**src/inc/ipcs_pkg.sv**
```systemverilog
// Constants for the I/O pin power and configuration sequencer.
// Assumes one core clock; all strap and supply inputs arrive asynchronously.
package ipcs_pkg;

   // ---------------------------------------------------------------
   // Idle pin termination encodings
   // ---------------------------------------------------------------
   localparam logic [1:0] TERM_WEAK_LOW  = 2'h0;
   localparam logic [1:0] TERM_WEAK_HIGH = 2'h1;
   localparam logic [1:0] TERM_NONE      = 2'h2;
   localparam logic [1:0] TERM_DEFAULT   = TERM_WEAK_LOW;

   // ---------------------------------------------------------------
   // Register map (plain port, word index)
   // ---------------------------------------------------------------
   localparam logic [3:0] REG_CONTROL  = 4'h0;   // b0 init done, b1 config done, b3:2 term
   localparam logic [3:0] REG_STATUS   = 4'h1;   // phase, mode, flags
   localparam logic [3:0] REG_USERPULL = 4'h2;   // low bits pull-up en, bits from 16 pull-down en, one per pin
   localparam logic [3:0] REG_SRINV    = 4'h3;   // per-register inversion of set/reset
   localparam int CTL_INIT_DONE_BIT = 0;
   localparam int CTL_CFG_DONE_BIT  = 1;
   localparam int CTL_TERM_LSB      = 2;
   localparam logic [31:0] CONTROL_RESET = 32'h0000_0000;

   // ---------------------------------------------------------------
   // Timing
   // ---------------------------------------------------------------
   localparam int CLK_PERIOD_PS      = 8000;
   localparam int WE_DELAY_CYCLES    = 1;      // write enable after tristate release
   localparam int SUPPLY_STABLE_NS   = 64;     // supplies must read valid this long
   localparam int SUPPLY_STABLE_CYC  =
      ((SUPPLY_STABLE_NS * 1000) + CLK_PERIOD_PS - 1) / CLK_PERIOD_PS;

   // ---------------------------------------------------------------
   // Sequencer phases
   // ---------------------------------------------------------------
   typedef enum logic [2:0] {
      IPCS_POR,
      IPCS_CLEAR,
      IPCS_CONFIG,
      IPCS_STARTUP,
      IPCS_WE_WAIT,
      IPCS_USER
   } ipcs_phase_t;

endpackage

```
**src/hdl/ipcs_sync.sv**
```systemverilog
// Two-stage synchroniser bank for asynchronous pins.
// Assumes the first stage feeds only the second stage.
`timescale 1ns/1ps
module ipcs_sync
#(
   parameter int WIDTH = 1
)
(
   // Clock and reset
   input  wire logic             clk_i,
   input  wire logic             rst_i,
   input  wire logic             ce_i,
   // Data
   input  wire logic [WIDTH-1:0] async_i,
   output      logic [WIDTH-1:0] sync_o
);

   logic [WIDTH-1:0] stage1;

   // Both stages hold while the clock enable is low
   always_ff @(posedge clk_i or posedge rst_i)
   begin
      if (rst_i)
      begin
         stage1 <= '0;
         sync_o <= '0;
      end
      else if (ce_i)
      begin
         stage1 <= async_i;
         sync_o <= stage1;
      end
   end

endmodule

```
**src/hdl/ipcs_sequencer.sv**
```systemverilog
// Power-on, configuration and user-mode sequencer for I/O pins and global nets.
// Assumes supplies, straps and the configuration engine are asynchronous inputs.
//
// Contract
// - Configuration waits until core, auxiliary and bank 2 supplies are all valid.
// - Every output driver stays high-impedance before configuration begins.
// - Strap low enables config pull-ups until configuration ends; high lets pins float.
// - An unconnected config pull-up strap reads as high.
// - At power-up memory clearing starts and global set/reset forces I/O registers low.
// - Init-complete goes high after clearing; mode bits are sampled on that edge (here one cycle earlier, as clearing ends).
// - Drivers stay high-impedance throughout configuration; pull-ups follow the strap.
// - Configuration end releases set/reset; registers low unless their polarity is inverted.
// - Start-up releases global tristate, enabling used pins; unused pins default pulled down.
// - Unused pins terminate weak high, weak low or none; weak low is default.
// - Write enable releases one cycle after tristate release by default.
// - User mode applies user pull settings; strap pin becomes ordinary I/O.
// - Boundary-scan EXTEST or HIGHZ keeps the pull-down active.
// - Input-only and unused dual-purpose pins follow the same behaviour; here pins flagged pin_is_cfg_i get no strap pull-up before user mode.
`timescale 1ns/1ps
module ipcs_sequencer
   import ipcs_pkg::*;
#(
   parameter int NPINS = 8
)
(
   // Clock and reset
   input  wire logic                   core_clk_i,
   input  wire logic                   rst_i,
   input  wire logic                   ce_i,
   // Supply monitors and straps (asynchronous)
   input  wire logic                   vcc_core_ok_i,
   input  wire logic                   vcc_aux_ok_i,
   input  wire logic                   vcc_bank2_ok_i,
   input  wire logic                   config_pullup_disable_i,
   input  wire logic                   config_pullup_disable_oe_n_i,
   input  wire logic [2:0]             mode_select_i,
   // Configuration engine events (asynchronous)
   input  wire logic                   mem_clear_done_i,
   input  wire logic                   config_done_i,
   // Boundary-scan state
   input  wire logic                   scan_extest_i,
   input  wire logic                   scan_highz_i,
   // Pin usage from the loaded design
   input  wire logic [NPINS-1:0]       pin_used_i,
   input  wire logic [NPINS-1:0]       pin_is_cfg_i,
   // Register port
   input  wire logic [3:0]             reg_addr_i,
   input  wire logic [31:0]            reg_wdata_i,
   input  wire logic                   reg_wr_i,
   input  wire logic                   reg_rd_i,
   output      logic [31:0]            reg_rdata_o,
   // Global nets and pin controls
   output      logic                   global_set_reset_o,
   output      logic                   global_output_tristate_o,
   output      logic                   global_write_enable_o,
   output      logic                   initialization_complete_n_o,
   output      logic                   mem_clear_o,
   output      logic [2:0]             config_mode_o,
   output      logic [NPINS-1:0]       pin_oe_n_o,
   output      logic [NPINS-1:0]       pin_pullup_o,
   output      logic [NPINS-1:0]       pin_pulldown_o,
   output      logic [NPINS-1:0]       reg_init_value_o,
   output      logic                   strap_is_gpio_o
);

   // ---------------------------------------------------------------
   // Elaboration checks
   // ---------------------------------------------------------------
   if (NPINS < 1 || NPINS > 16)
   begin : g_bad_npins
      $error("NPINS must lie between 1 and 16");
   end

   // ---------------------------------------------------------------
   // Input synchronisation
   // ---------------------------------------------------------------
   localparam int NSYNC = 10;
   logic [NSYNC-1:0] raw_in;
   logic [NSYNC-1:0] syn_in;
   logic             s_core;
   logic             s_aux;
   logic             s_bank2;
   logic             s_strap;
   logic [2:0]       s_mode;
   logic             s_clr_done;
   logic             s_cfg_done;
   logic             s_strap_float;

   // A floating strap is reported by its pad as not driven; the internal pull-up wins
   assign s_strap_float = config_pullup_disable_oe_n_i;
   assign raw_in = {s_strap_float, config_done_i, mem_clear_done_i, mode_select_i,
                    config_pullup_disable_i, vcc_bank2_ok_i, vcc_aux_ok_i, vcc_core_ok_i};

   ipcs_sync #(.WIDTH(NSYNC)) u_sync
   (
      .clk_i   (core_clk_i),
      .rst_i   (rst_i),
      .ce_i    (ce_i),
      .async_i (raw_in),
      .sync_o  (syn_in)
   );

   assign s_core     = syn_in[0];
   assign s_aux      = syn_in[1];
   assign s_bank2    = syn_in[2];
   assign s_strap    = syn_in[3] | syn_in[9];
   assign s_mode     = syn_in[6:4];
   assign s_clr_done = syn_in[7];
   assign s_cfg_done = syn_in[8];

   // ---------------------------------------------------------------
   // Software registers
   // ---------------------------------------------------------------
   logic [31:0]      control;
   logic [NPINS-1:0] user_pullup;
   logic [NPINS-1:0] user_pulldown;
   logic [NPINS-1:0] sr_invert;
   logic             sw_init_done;
   logic             sw_cfg_done;
   logic [1:0]       term_sel;
   logic             wr_control;
   logic             wr_userpull;
   logic             wr_srinv;

   assign wr_control  = reg_wr_i && (reg_addr_i == REG_CONTROL);
   assign wr_userpull = reg_wr_i && (reg_addr_i == REG_USERPULL);
   assign wr_srinv    = reg_wr_i && (reg_addr_i == REG_SRINV);
   assign sw_init_done = control[CTL_INIT_DONE_BIT];
   assign sw_cfg_done  = control[CTL_CFG_DONE_BIT];
   assign term_sel     = control[CTL_TERM_LSB +: 2];

   // Register writes; termination code 3 is illegal and falls back to the default
   always_ff @(posedge core_clk_i or posedge rst_i)
   begin
      if (rst_i)
      begin
         control       <= CONTROL_RESET;
         user_pullup   <= '0;
         user_pulldown <= '0;
         sr_invert     <= '0;
      end
      else if (ce_i)
      begin
         if (wr_control)
            control <= reg_wdata_i;
         if (wr_userpull)
         begin
            user_pullup   <= reg_wdata_i[NPINS-1:0];
            user_pulldown <= reg_wdata_i[16 +: NPINS];
         end
         if (wr_srinv)
            sr_invert <= reg_wdata_i[NPINS-1:0];
      end
   end

   // ---------------------------------------------------------------
   // Phase sequencer
   // ---------------------------------------------------------------
   ipcs_phase_t phase;
   ipcs_phase_t next_phase;
   logic [7:0]  stable_cnt;
   logic [7:0]  next_stable_cnt;
   logic        supplies_ok;
   logic        stable_reached;
   logic        clear_done;
   logic        cfg_done;

   assign supplies_ok    = s_core & s_aux & s_bank2;
   assign stable_reached = (stable_cnt == 8'(SUPPLY_STABLE_CYC));
   assign clear_done     = s_clr_done | sw_init_done;
   assign cfg_done       = s_cfg_done | sw_cfg_done;
   assign next_stable_cnt = (phase == IPCS_POR && supplies_ok && !stable_reached)
                            ? stable_cnt + 8'h01 : 8'h00;

   // Any supply dropping sends the sequence back to power-on
   always_comb
   begin
      next_phase = phase;
      if (!supplies_ok)
         next_phase = IPCS_POR;
      else
      begin
         unique case (phase)
            IPCS_POR:     if (stable_reached) next_phase = IPCS_CLEAR;
            IPCS_CLEAR:   if (clear_done)     next_phase = IPCS_CONFIG;
            IPCS_CONFIG:  if (cfg_done)       next_phase = IPCS_STARTUP;
            IPCS_STARTUP: next_phase = IPCS_WE_WAIT;
            IPCS_WE_WAIT: next_phase = IPCS_USER;
            IPCS_USER:    next_phase = IPCS_USER;
            default:      next_phase = IPCS_POR;
         endcase
      end
   end

   always_ff @(posedge core_clk_i or posedge rst_i)
   begin
      if (rst_i)
      begin
         phase      <= IPCS_POR;
         stable_cnt <= 8'h00;
      end
      else if (ce_i)
      begin
         phase      <= next_phase;
         stable_cnt <= next_stable_cnt;
      end
   end

   // ---------------------------------------------------------------
   // Global net and pin decode
   // ---------------------------------------------------------------
   logic             next_gsr;
   logic             next_gts;
   logic             next_gwe;
   logic             next_init_n;
   logic             next_clear;
   logic             in_user;
   logic             pre_user;
   logic             scan_pd;
   logic             mode_sample;
   logic [1:0]       term_eff;
   logic [NPINS-1:0] affected;
   logic [NPINS-1:0] next_oe_n;
   logic [NPINS-1:0] next_pu;
   logic [NPINS-1:0] next_pd;
   logic [NPINS-1:0] next_init_val;

   assign in_user  = (phase == IPCS_WE_WAIT) || (phase == IPCS_USER);
   assign pre_user = !in_user && (phase != IPCS_STARTUP);
   assign scan_pd  = scan_extest_i | scan_highz_i;
   assign term_eff = (term_sel == 2'h3) ? TERM_DEFAULT : term_sel;
   // Configuration pins keep their config role until user mode; all others follow the sequence
   assign affected = ~pin_is_cfg_i | {NPINS{in_user}};

   assign next_gsr    = (phase == IPCS_POR) || (phase == IPCS_CLEAR)
                        || (phase == IPCS_CONFIG);
   assign next_gts    = !in_user;
   assign next_gwe    = (phase == IPCS_USER);
   assign next_init_n = (phase == IPCS_CONFIG) || (phase == IPCS_STARTUP)
                        || in_user;
   assign next_clear  = (phase == IPCS_CLEAR);
   assign mode_sample = (phase == IPCS_CLEAR) && (next_phase == IPCS_CONFIG);

   // Output enables low only for used pins once tristate is released
   assign next_oe_n = ~(pin_used_i & affected & {NPINS{in_user}});

   // Strap-driven pull-ups before start-up, none during start-up, user or idle termination after
   assign next_pu = pre_user
                    ? (affected & {NPINS{!s_strap}})
                    : (in_user
                       ? ((pin_used_i & user_pullup)
                          | (~pin_used_i & {NPINS{term_eff == TERM_WEAK_HIGH}}))
                       : '0);
   assign next_pd = {NPINS{scan_pd}}
                    | (in_user
                       ? ((pin_used_i & user_pulldown)
                          | (~pin_used_i & {NPINS{term_eff == TERM_WEAK_LOW}}))
                       : '0);

   // Set/reset forces low; inverted polarity gives a high reset value
   assign next_init_val = next_gsr ? '0 : sr_invert;

   // Output registers: all outputs come straight from flip-flops
   always_ff @(posedge core_clk_i or posedge rst_i)
   begin
      if (rst_i)
      begin
         global_set_reset_o          <= 1'b1;
         global_output_tristate_o    <= 1'b1;
         global_write_enable_o       <= 1'b0;
         initialization_complete_n_o <= 1'b0;
         mem_clear_o                 <= 1'b0;
         pin_oe_n_o                  <= '1;
         pin_pullup_o                <= '0;
         pin_pulldown_o              <= '0;
         reg_init_value_o            <= '0;
         strap_is_gpio_o             <= 1'b0;
      end
      else if (ce_i)
      begin
         global_set_reset_o          <= next_gsr;
         global_output_tristate_o    <= next_gts;
         global_write_enable_o       <= next_gwe;
         initialization_complete_n_o <= next_init_n;
         mem_clear_o                 <= next_clear;
         pin_oe_n_o                  <= next_oe_n;
         pin_pullup_o                <= next_pu;
         pin_pulldown_o              <= next_pd;
         reg_init_value_o            <= next_init_val;
         strap_is_gpio_o             <= in_user;
      end
   end

   // Mode is caught only as clearing hands over to configuration, one cycle before init-complete rises, and held afterward
   always_ff @(posedge core_clk_i or posedge rst_i)
   begin
      if (rst_i)
         config_mode_o <= 3'h0;
      else if (ce_i && mode_sample)
         config_mode_o <= s_mode;
   end

   // ---------------------------------------------------------------
   // Read port: data one cycle after the strobe, zero elsewhere
   // ---------------------------------------------------------------
   logic [31:0] status_word;
   logic [31:0] rd_mux;

   assign status_word = {16'h0000, 4'h0, strap_is_gpio_o, s_strap, supplies_ok,
                         global_write_enable_o, global_output_tristate_o,
                         global_set_reset_o, config_mode_o, phase};
   assign rd_mux = (reg_addr_i == REG_CONTROL)  ? control :
                   (reg_addr_i == REG_STATUS)   ? status_word :
                   (reg_addr_i == REG_USERPULL) ? (32'(user_pulldown) << 16) | 32'(user_pullup) :
                   (reg_addr_i == REG_SRINV)    ? 32'(sr_invert) : 32'h0000_0000;

   always_ff @(posedge core_clk_i or posedge rst_i)
   begin
      if (rst_i)
         reg_rdata_o <= 32'h0000_0000;
      else if (ce_i)
         reg_rdata_o <= reg_rd_i ? rd_mux : 32'h0000_0000;
   end

endmodule

```
**config.mk**
```make
export PLATFORM = sky130hd
export DESIGN_NAME = ipcs_sequencer
export DESIGN_NICKNAME = d
export VERILOG_FILES = /design/src/inc/ipcs_pkg.sv /design/src/hdl/ipcs_sync.sv /design/src/hdl/ipcs_sequencer.sv
export SDC_FILE = /design/constraint.sdc
export NUM_CORES = 1
export LEC_CHECK = 0
export BUFFER_PORTS_ARGS = -buffer_cell sky130_fd_sc_hd__buf_4
export CORE_AREA = 2 2 116 118
export DETAILED_ROUTE_END_ITERATION = 10
export DIE_AREA = 0 0 118 120
export PLACE_DENSITY = 0.81
export SYNTH_ARGS = -nofsm -noshare
export SYNTH_HDL_FRONTEND = slang
export SYNTH_SLANG_ARGS = --single-unit
```
**constraint.sdc**
```tcl
create_clock -name core_clk_i -period 7.3 [get_ports core_clk_i]
set_input_delay 1.46 -clock core_clk_i [delete_from_list [all_inputs] [get_ports core_clk_i]]
set_output_delay 1.46 -clock core_clk_i [all_outputs]
set_load 0.03 [all_outputs]
```
==> results.yml, run 1 <==
yosys:
  synth_seq_area_share_pct: 57.5
  synth_top_area_share_pct: 53.8
  ys_warn_count: 0
  syn_area_mm2: 0.00698
  synth_ff_type: "dfrtp_1"
  synth_common_cells: "150 x dfrtp_1, 51 x mux2_2, 47 x inv_1"
  avgSynthCellArea_um2: 12.3
  syn_inst: 568
  synth_most_common_cell: "dfrtp_1"
  synth_fp_nets: 640
  async_reset_ff_share_pct: 100
  synth.largest_area_cell: "dfrtp_1"
  ys_ff_latch: 160
  netlist-cell-type-count: 42
  synth_edf_count: 0
  synth_top_cells_by_area: "dfrtp_1 54%, mux2_2 8.2%, mux2_4 6.0%"
clock_tree:
  clockRootBuffer: "clkbuf_16"
  clockBufferDepth: 2
  postCtsSetupBuffers: 0
  ctsHoldBuffers: 0
  path_clk_slew_ps: 60
  clock_sinks: 160
  numCtsBuffers: 17
  clk_latency_ps: 420
  cts_resized: 0
  htreeDepth: 4
  cts_tree: "yes"
floorplanning:
  die_height_um: 120
  die_x_um: 118
  io_pins: 142
  initial_core_util_pct: 53.8
  die_area_mm2: 0.0142
  core_mm2: 0.0130
  row_count: 42
power_and_ir_drop:
  power.switching_mw: 0.557
  seq_power_share_pct: 45.3
  power_frac_comb_pct: 13.0
  swShare_pct: 24.2
  vdd_drop_max_mv: 0.175
  leakage_nw: 4.05
  power_density_mw_per_mm2: 264
  internal_power_mw: 1.75
  clockPowerShare_pct: 41.7
detailed_routing:
  antenna_left: 0
  wire_per_inst_um: 18.8
  routed_wl_um: 16600
  viasPerCell: 5.61
  drtIter0Drc: 382
  drt-pass1-iter-count: 7
  drc: 0
  vias: 4956
global_routing:
  grt-ovfl-total: 0
  grt_pass1_vias: 5120
  grt_pass1_wl_um: 26600
  grt.busiest_layer: "met2"
  grt_usage_pct: 24.2
  met1_usage_pct: 31.9
  met2_usage_pct: 38.8
  grt_start_max_net_pins: 85
  antenna_found_initial: 0
  gr-usage-met3_pct: 6.56
worst_setup_path:
  start_kind: "primary input"
  crit_required_ps: 7610
  worst-path-max-fanout: 76
  startpoint: "ce_i"
  critPathKind: "in2reg"
  cp-end-kind: "register"
  r2r_start: "phase[1]"
  crit_end: "pin_pulldown_o[6]"
  rrSetupSlack_ps: 4940
  reg2regPathDepth: 4
  worstPathArrival_ps: 3830
  worst_r2r_endpoint: "pin_pullup_o[6]"
outcome:
  outcome: "complete, no violations"
sta:
  slew_headroom_pct: 28.6
  fin_setup_tns_ps: 0
  period_minus_slack_ps: 3520
  drv_slew: 0
  fmax_mhz: 284
  hold_viol_final: 0
  grt_setup_unrepaired: "false"
  fin_skew_ps: 9.92
  fin_ws_ps: 3780
  final-setup-viol-count: 0
  finalCritPeriodShare_pct: 48.2
  worst_slew_pin_slew_ps: 1070
min_path:
  hold_path_class: "reg2reg"
placed_design:
  hpwl_um: 11300
  pre_cts_ws_ps: 3440
  portBuffers: 141
  place_congestion: 0.797
layout:
  fillers: 929
  drive_above_1_share_pct: 37.9
  n_antenna_cell: 0
  layout.nets: 766
  syn_to_final_growth_pct: 25.0
job:
  drv_cap: 0
-- flip-flops by register name, indices dropped and copies added, names as in the netlist, 10 cells and up --
signal,count
reg_rdata_o,32
u_sync.stage1,10
u_sync.sync_o,10
control,32
-- routing by layer --
metal  wire (um)  part of all wire, %
met1        6940                   42
met2        8170                   49
met3        1120                  6.7
met4         407                  2.4
met5           0                    0
-- how the worst min path moves through the flow --
stage / from / to / slack [ps] / cells past startpoint
floorplan: control[12] / reg_rdata_o[12] / 450 / 2
global placement: control[24] / reg_rdata_o[24] / 460 / 2
detailed placement: control[14] / reg_rdata_o[14] / 470 / 2
CTS: pin_pullup_o[3] / pin_pullup_o[3] / 490 / 1
global route: pin_pullup_o[1] / pin_pullup_o[1] / 510 / 1
finish: control[29] / reg_rdata_o[29] / 490 / 2
-- power groups by stage --
| stage | Combinational [mW] | Sequential [mW] | Clock (mW) |
|---|---|---|---|
| after floorplan | 0.182 | 1.06 | 0 |
| final | 0.299 | 1.05 | 0.962 |
| after detailed placement | 0.299 | 1.06 | 0 |
| after global routing | 0.324 | 1.06 | 1.01 |
| after global placement | 0.288 | 1.05 | 0 |
| after CTS | 0.301 | 1.04 | 0.972 |
-- per-stage QoR --
stage,instance area [um2],instances,hold slack (ps),total power [mW],utilization (%)
after CTS,8730,883,487,2.32,67.2
after global routing,8730,883,505,2.39,67.2
final,8730,883,491,2.31,67.2
after global placement,8080,851,462,1.34,62.2
after floorplan,6980,568,450,1.24,-
after detailed placement,8080,851,468,1.36,62.2
-- logic make-up (layout without fill, tap and decap cells) --
logic type | after synthesis | count (layout) | share of synthesized area, %
AOI/OAI and AO/OA | 104 | 104 | 9.79
muxes | 115 | 115 | 19.4
xor gates and xnor gates | 7 | 7 | 0.878
and+or+nand+nor | 96 | 96 | 6.42
buffers and inverters | 83 | 222 | 5.45
adders and majority gates | 3 | 3 | 0.538
DFF | 160 | 160 | 57.5
-- worst max-delay path, cell delays in order --
cell and delay (ps):
buf_4 390, buf_4 730, nor3b_1 770, o21ai_0 270, o21a_1 170
-- layout by cell type, fill, tap and decap left out, types with 4 or more instances in the layout --
master and instances:
a31oi_1 9, mux2i_1 36, nor3_1 5, o22ai_1 22, xnor2_1 4, nand2_1 40, dfstp_2 10, bufinv_16 4
mux2_2 51, nor2_1 26, dfrtp_1 150, o221ai_1 15, clkbuf_8 5, inv_1 46, buf_4 143, o21a_1 16
clkbuf_16 17, mux2_4 28, o21ai_0 31
-- layout make-up --
| type | count | area [um2] | area share [%] |
|---|---|---|---|
| Multi-Input combinational cell | 325 | 2580 | 29.6 |
| Tap cell | 176 | 220 | 2.52 |
| Inverter | 47 | 181 | 2.08 |
| Clock inverter | 9 | 154 | 1.76 |
| Timing Repair Buffer | 143 | 1070 | 12.3 |
| Sequential cell | 160 | 4020 | 46.0 |
| Clock buffer | 23 | 498 | 5.71 |
Note: power is estimated with default switching activity, not from simulation.
==> run 2: changes to the inputs <==
--- a/config.mk
+++ b/config.mk
@@ -6,10 +6,10 @@
 export NUM_CORES = 1
 export LEC_CHECK = 0
 export BUFFER_PORTS_ARGS = -buffer_cell sky130_fd_sc_hd__buf_4
-export CORE_AREA = 2 2 116 118
+export CORE_AREA = 2 2 122 124
 export DETAILED_ROUTE_END_ITERATION = 10
-export DIE_AREA = 0 0 118 120
-export PLACE_DENSITY = 0.81
+export DIE_AREA = 0 0 124 126
+export PLACE_DENSITY = 0.77
 export SYNTH_ARGS = -nofsm -noshare
 export SYNTH_HDL_FRONTEND = slang
 export SYNTH_SLANG_ARGS = --single-unit
==> constraint.sdc (replaced) <==
create_clock -name core_clk_i -period 2.8 [get_ports core_clk_i]
set_input_delay 0.56 -clock core_clk_i [delete_from_list [all_inputs] [get_ports core_clk_i]]
set_output_delay 0.56 -clock core_clk_i [all_outputs]
set_load 0.03 [all_outputs]
==> results.yml, run 2 (synthesis gave the netlist of run 1 again) <==
outcome:
  outcome: "complete, no violations"
clock_tree:
  postCtsSetupBuffers: 0
  cts_resized: 0
  clockRootBuffer: "clkbuf_16"
  clock_sinks: 160
  clockBufferDepth: 2
  clk_latency_ps: 420
  cts_tree: "yes"
  path_clk_slew_ps: 60
  numCtsBuffers: 17
  ctsHoldBuffers: 0
  htreeDepth: 4
sta:
  worst_slew_pin_slew_ps: 823
  final-setup-viol-count: 0
  slew_headroom_pct: 45.0
  drv_slew: 0
  fin_skew_ps: 7.67
  finalCritPeriodShare_pct: 69.4
  period_minus_slack_ps: 1940
  fin_setup_tns_ps: 0
  grt_setup_unrepaired: "false"
  fmax_mhz: 514
  hold_viol_final: 0
layout:
  syn_to_final_growth_pct: 26.5
  final_cell_mix: "150 x dfrtp_1, 148 x buf_4, 51 x mux2_2, 46 x inv_1, 40 x nand2_1"
  mostFrequentLayoutCell: "dfrtp_1"
  utilization_pct: 61.7
  n_antenna_cell: 0
  layout.nets: 775
  top_regs: "control (32), reg_rdata_o (32)"
  drive_above_1_share_pct: 38.5
detailed_routing:
  wire_per_inst_um: 18.8
  antenna_left: 0
  drt-pass1-iter-count: 4
  drc: 0
  vias: 4909
  viasPerCell: 5.45
  routed_wl_um: 16900
  drtIter0Drc: 258
global_routing:
  grt_pass1_vias: 5140
  antenna_found_initial: 0
  grt_start_max_net_pins: 82
  grt-ovfl-total: 0
  grt_pass1_wl_um: 26600
  grt_usage_pct: 22.5
worst_setup_path:
  max_stage_delay_ps: 650
  cp-end-kind: "register"
  critPathSlowestCell: "or4_4"
  reg2regPathDepth: 4
  path_cells: "buf_4, or4_4, nor2_8, buf_12, mux2_2"
  path_delay_family: "simple AND/OR/NAND/NOR gates"
  worst-path-max-fanout: 33
  r2r_start: "stable_cnt[4]"
  start_kind: "primary input"
  critPathKind: "in2reg"
  worst_r2r_endpoint: "stable_cnt[5]"
  crit_cells: 5
  crit_required_ps: 3100
  critPathBufInv: 2
  worstPathArrival_ps: 2250
  rrSetupSlack_ps: 1060
placed_design:
  portBuffers: 141
  hpwl_um: 11800
  place_congestion: 0.801
power_and_ir_drop:
  p_total_mw: 5.97
  leakage_nw: 4.09
  power_frac_comb_pct: 13.2
  vdd_drop_max_mv: 0.660
  seq_power_share_pct: 45.7
  swShare_pct: 24.2
  internal_power_mw: 4.52
  power_density_mw_per_mm2: 676
  clockPowerShare_pct: 41.1
  power.switching_mw: 1.45
floorplanning:
  row_count: 44
  initial_core_util_pct: 48.8
  io_pins: 142
  die_height_um: 126
  core_mm2: 0.0143
  die_x_um: 124
  die_area_mm2: 0.0156
min_path:
  hold_path_class: "in2async"
job:
  drv_cap: 0
run 2: metrics by stage:
step                setup slack (ps)  cell area [um2]  hold WS (ps)  cells
global route                     832             8830           210    900
global placement                 463             8200           468    868
floorplan                        219             6990           450    568
finish                           856             8830           181    900
CTS                              875             8830           187    900
detailed placement               438             8200           473    868
run 2: how the worst max path moves through the flow:
| stage | end | slack [ps] | from |
|---|---|---|---|
| 4_1_cts | control[9] | 880 | reg_addr_i[1] |
| 6_report | control[8] | 860 | reg_addr_i[1] |
| 2_1_floorplan | config_mode_o[0] | 220 | rst_i |
| 3_3_place_gp | control[9] | 460 | reg_addr_i[1] |
| 5_1_grt | reg_init_value_o[1] | 830 | ce_i |
| 3_5_place_dp | control[9] | 440 | reg_addr_i[1] |
run 2: per-layer routing:
| metal | share of wire [%] | vias up | GRT usage [%] |
|---|---|---|---|
| met2 | 51 | 141 | 37.6 |
| met1 | 42 | 2502 | 29.2 |
| met4 | 1.5 | 0 | 6.87 |
| met5 | 0 | - | 0 |
| li1 | - | 2251 | - |
| met3 | 5.8 | 15 | 5.30 |
run 2: area by class of cell:
cell class | instances | area, um2
sequential | 160 | 4020
timing repair buffer | 152 | 1190
multi-input combinational | 325 | 2580
clock buffer | 22 | 474
fill | 1150 | 5480
clock inverter | 10 | 158
inverter | 47 | 180
tap | 184 | 230
run 2: power groups by stage:
stage | combinational (mW) | sequential (mW) | clock, mW
6_report | 0.788 | 2.73 | 2.45
2_1_floorplan | 0.475 | 2.76 | 0
3_3_place_gp | 0.759 | 2.75 | 0
5_1_grt | 0.856 | 2.75 | 2.58
3_5_place_dp | 0.792 | 2.76 | 0
4_1_cts | 0.796 | 2.72 | 2.48
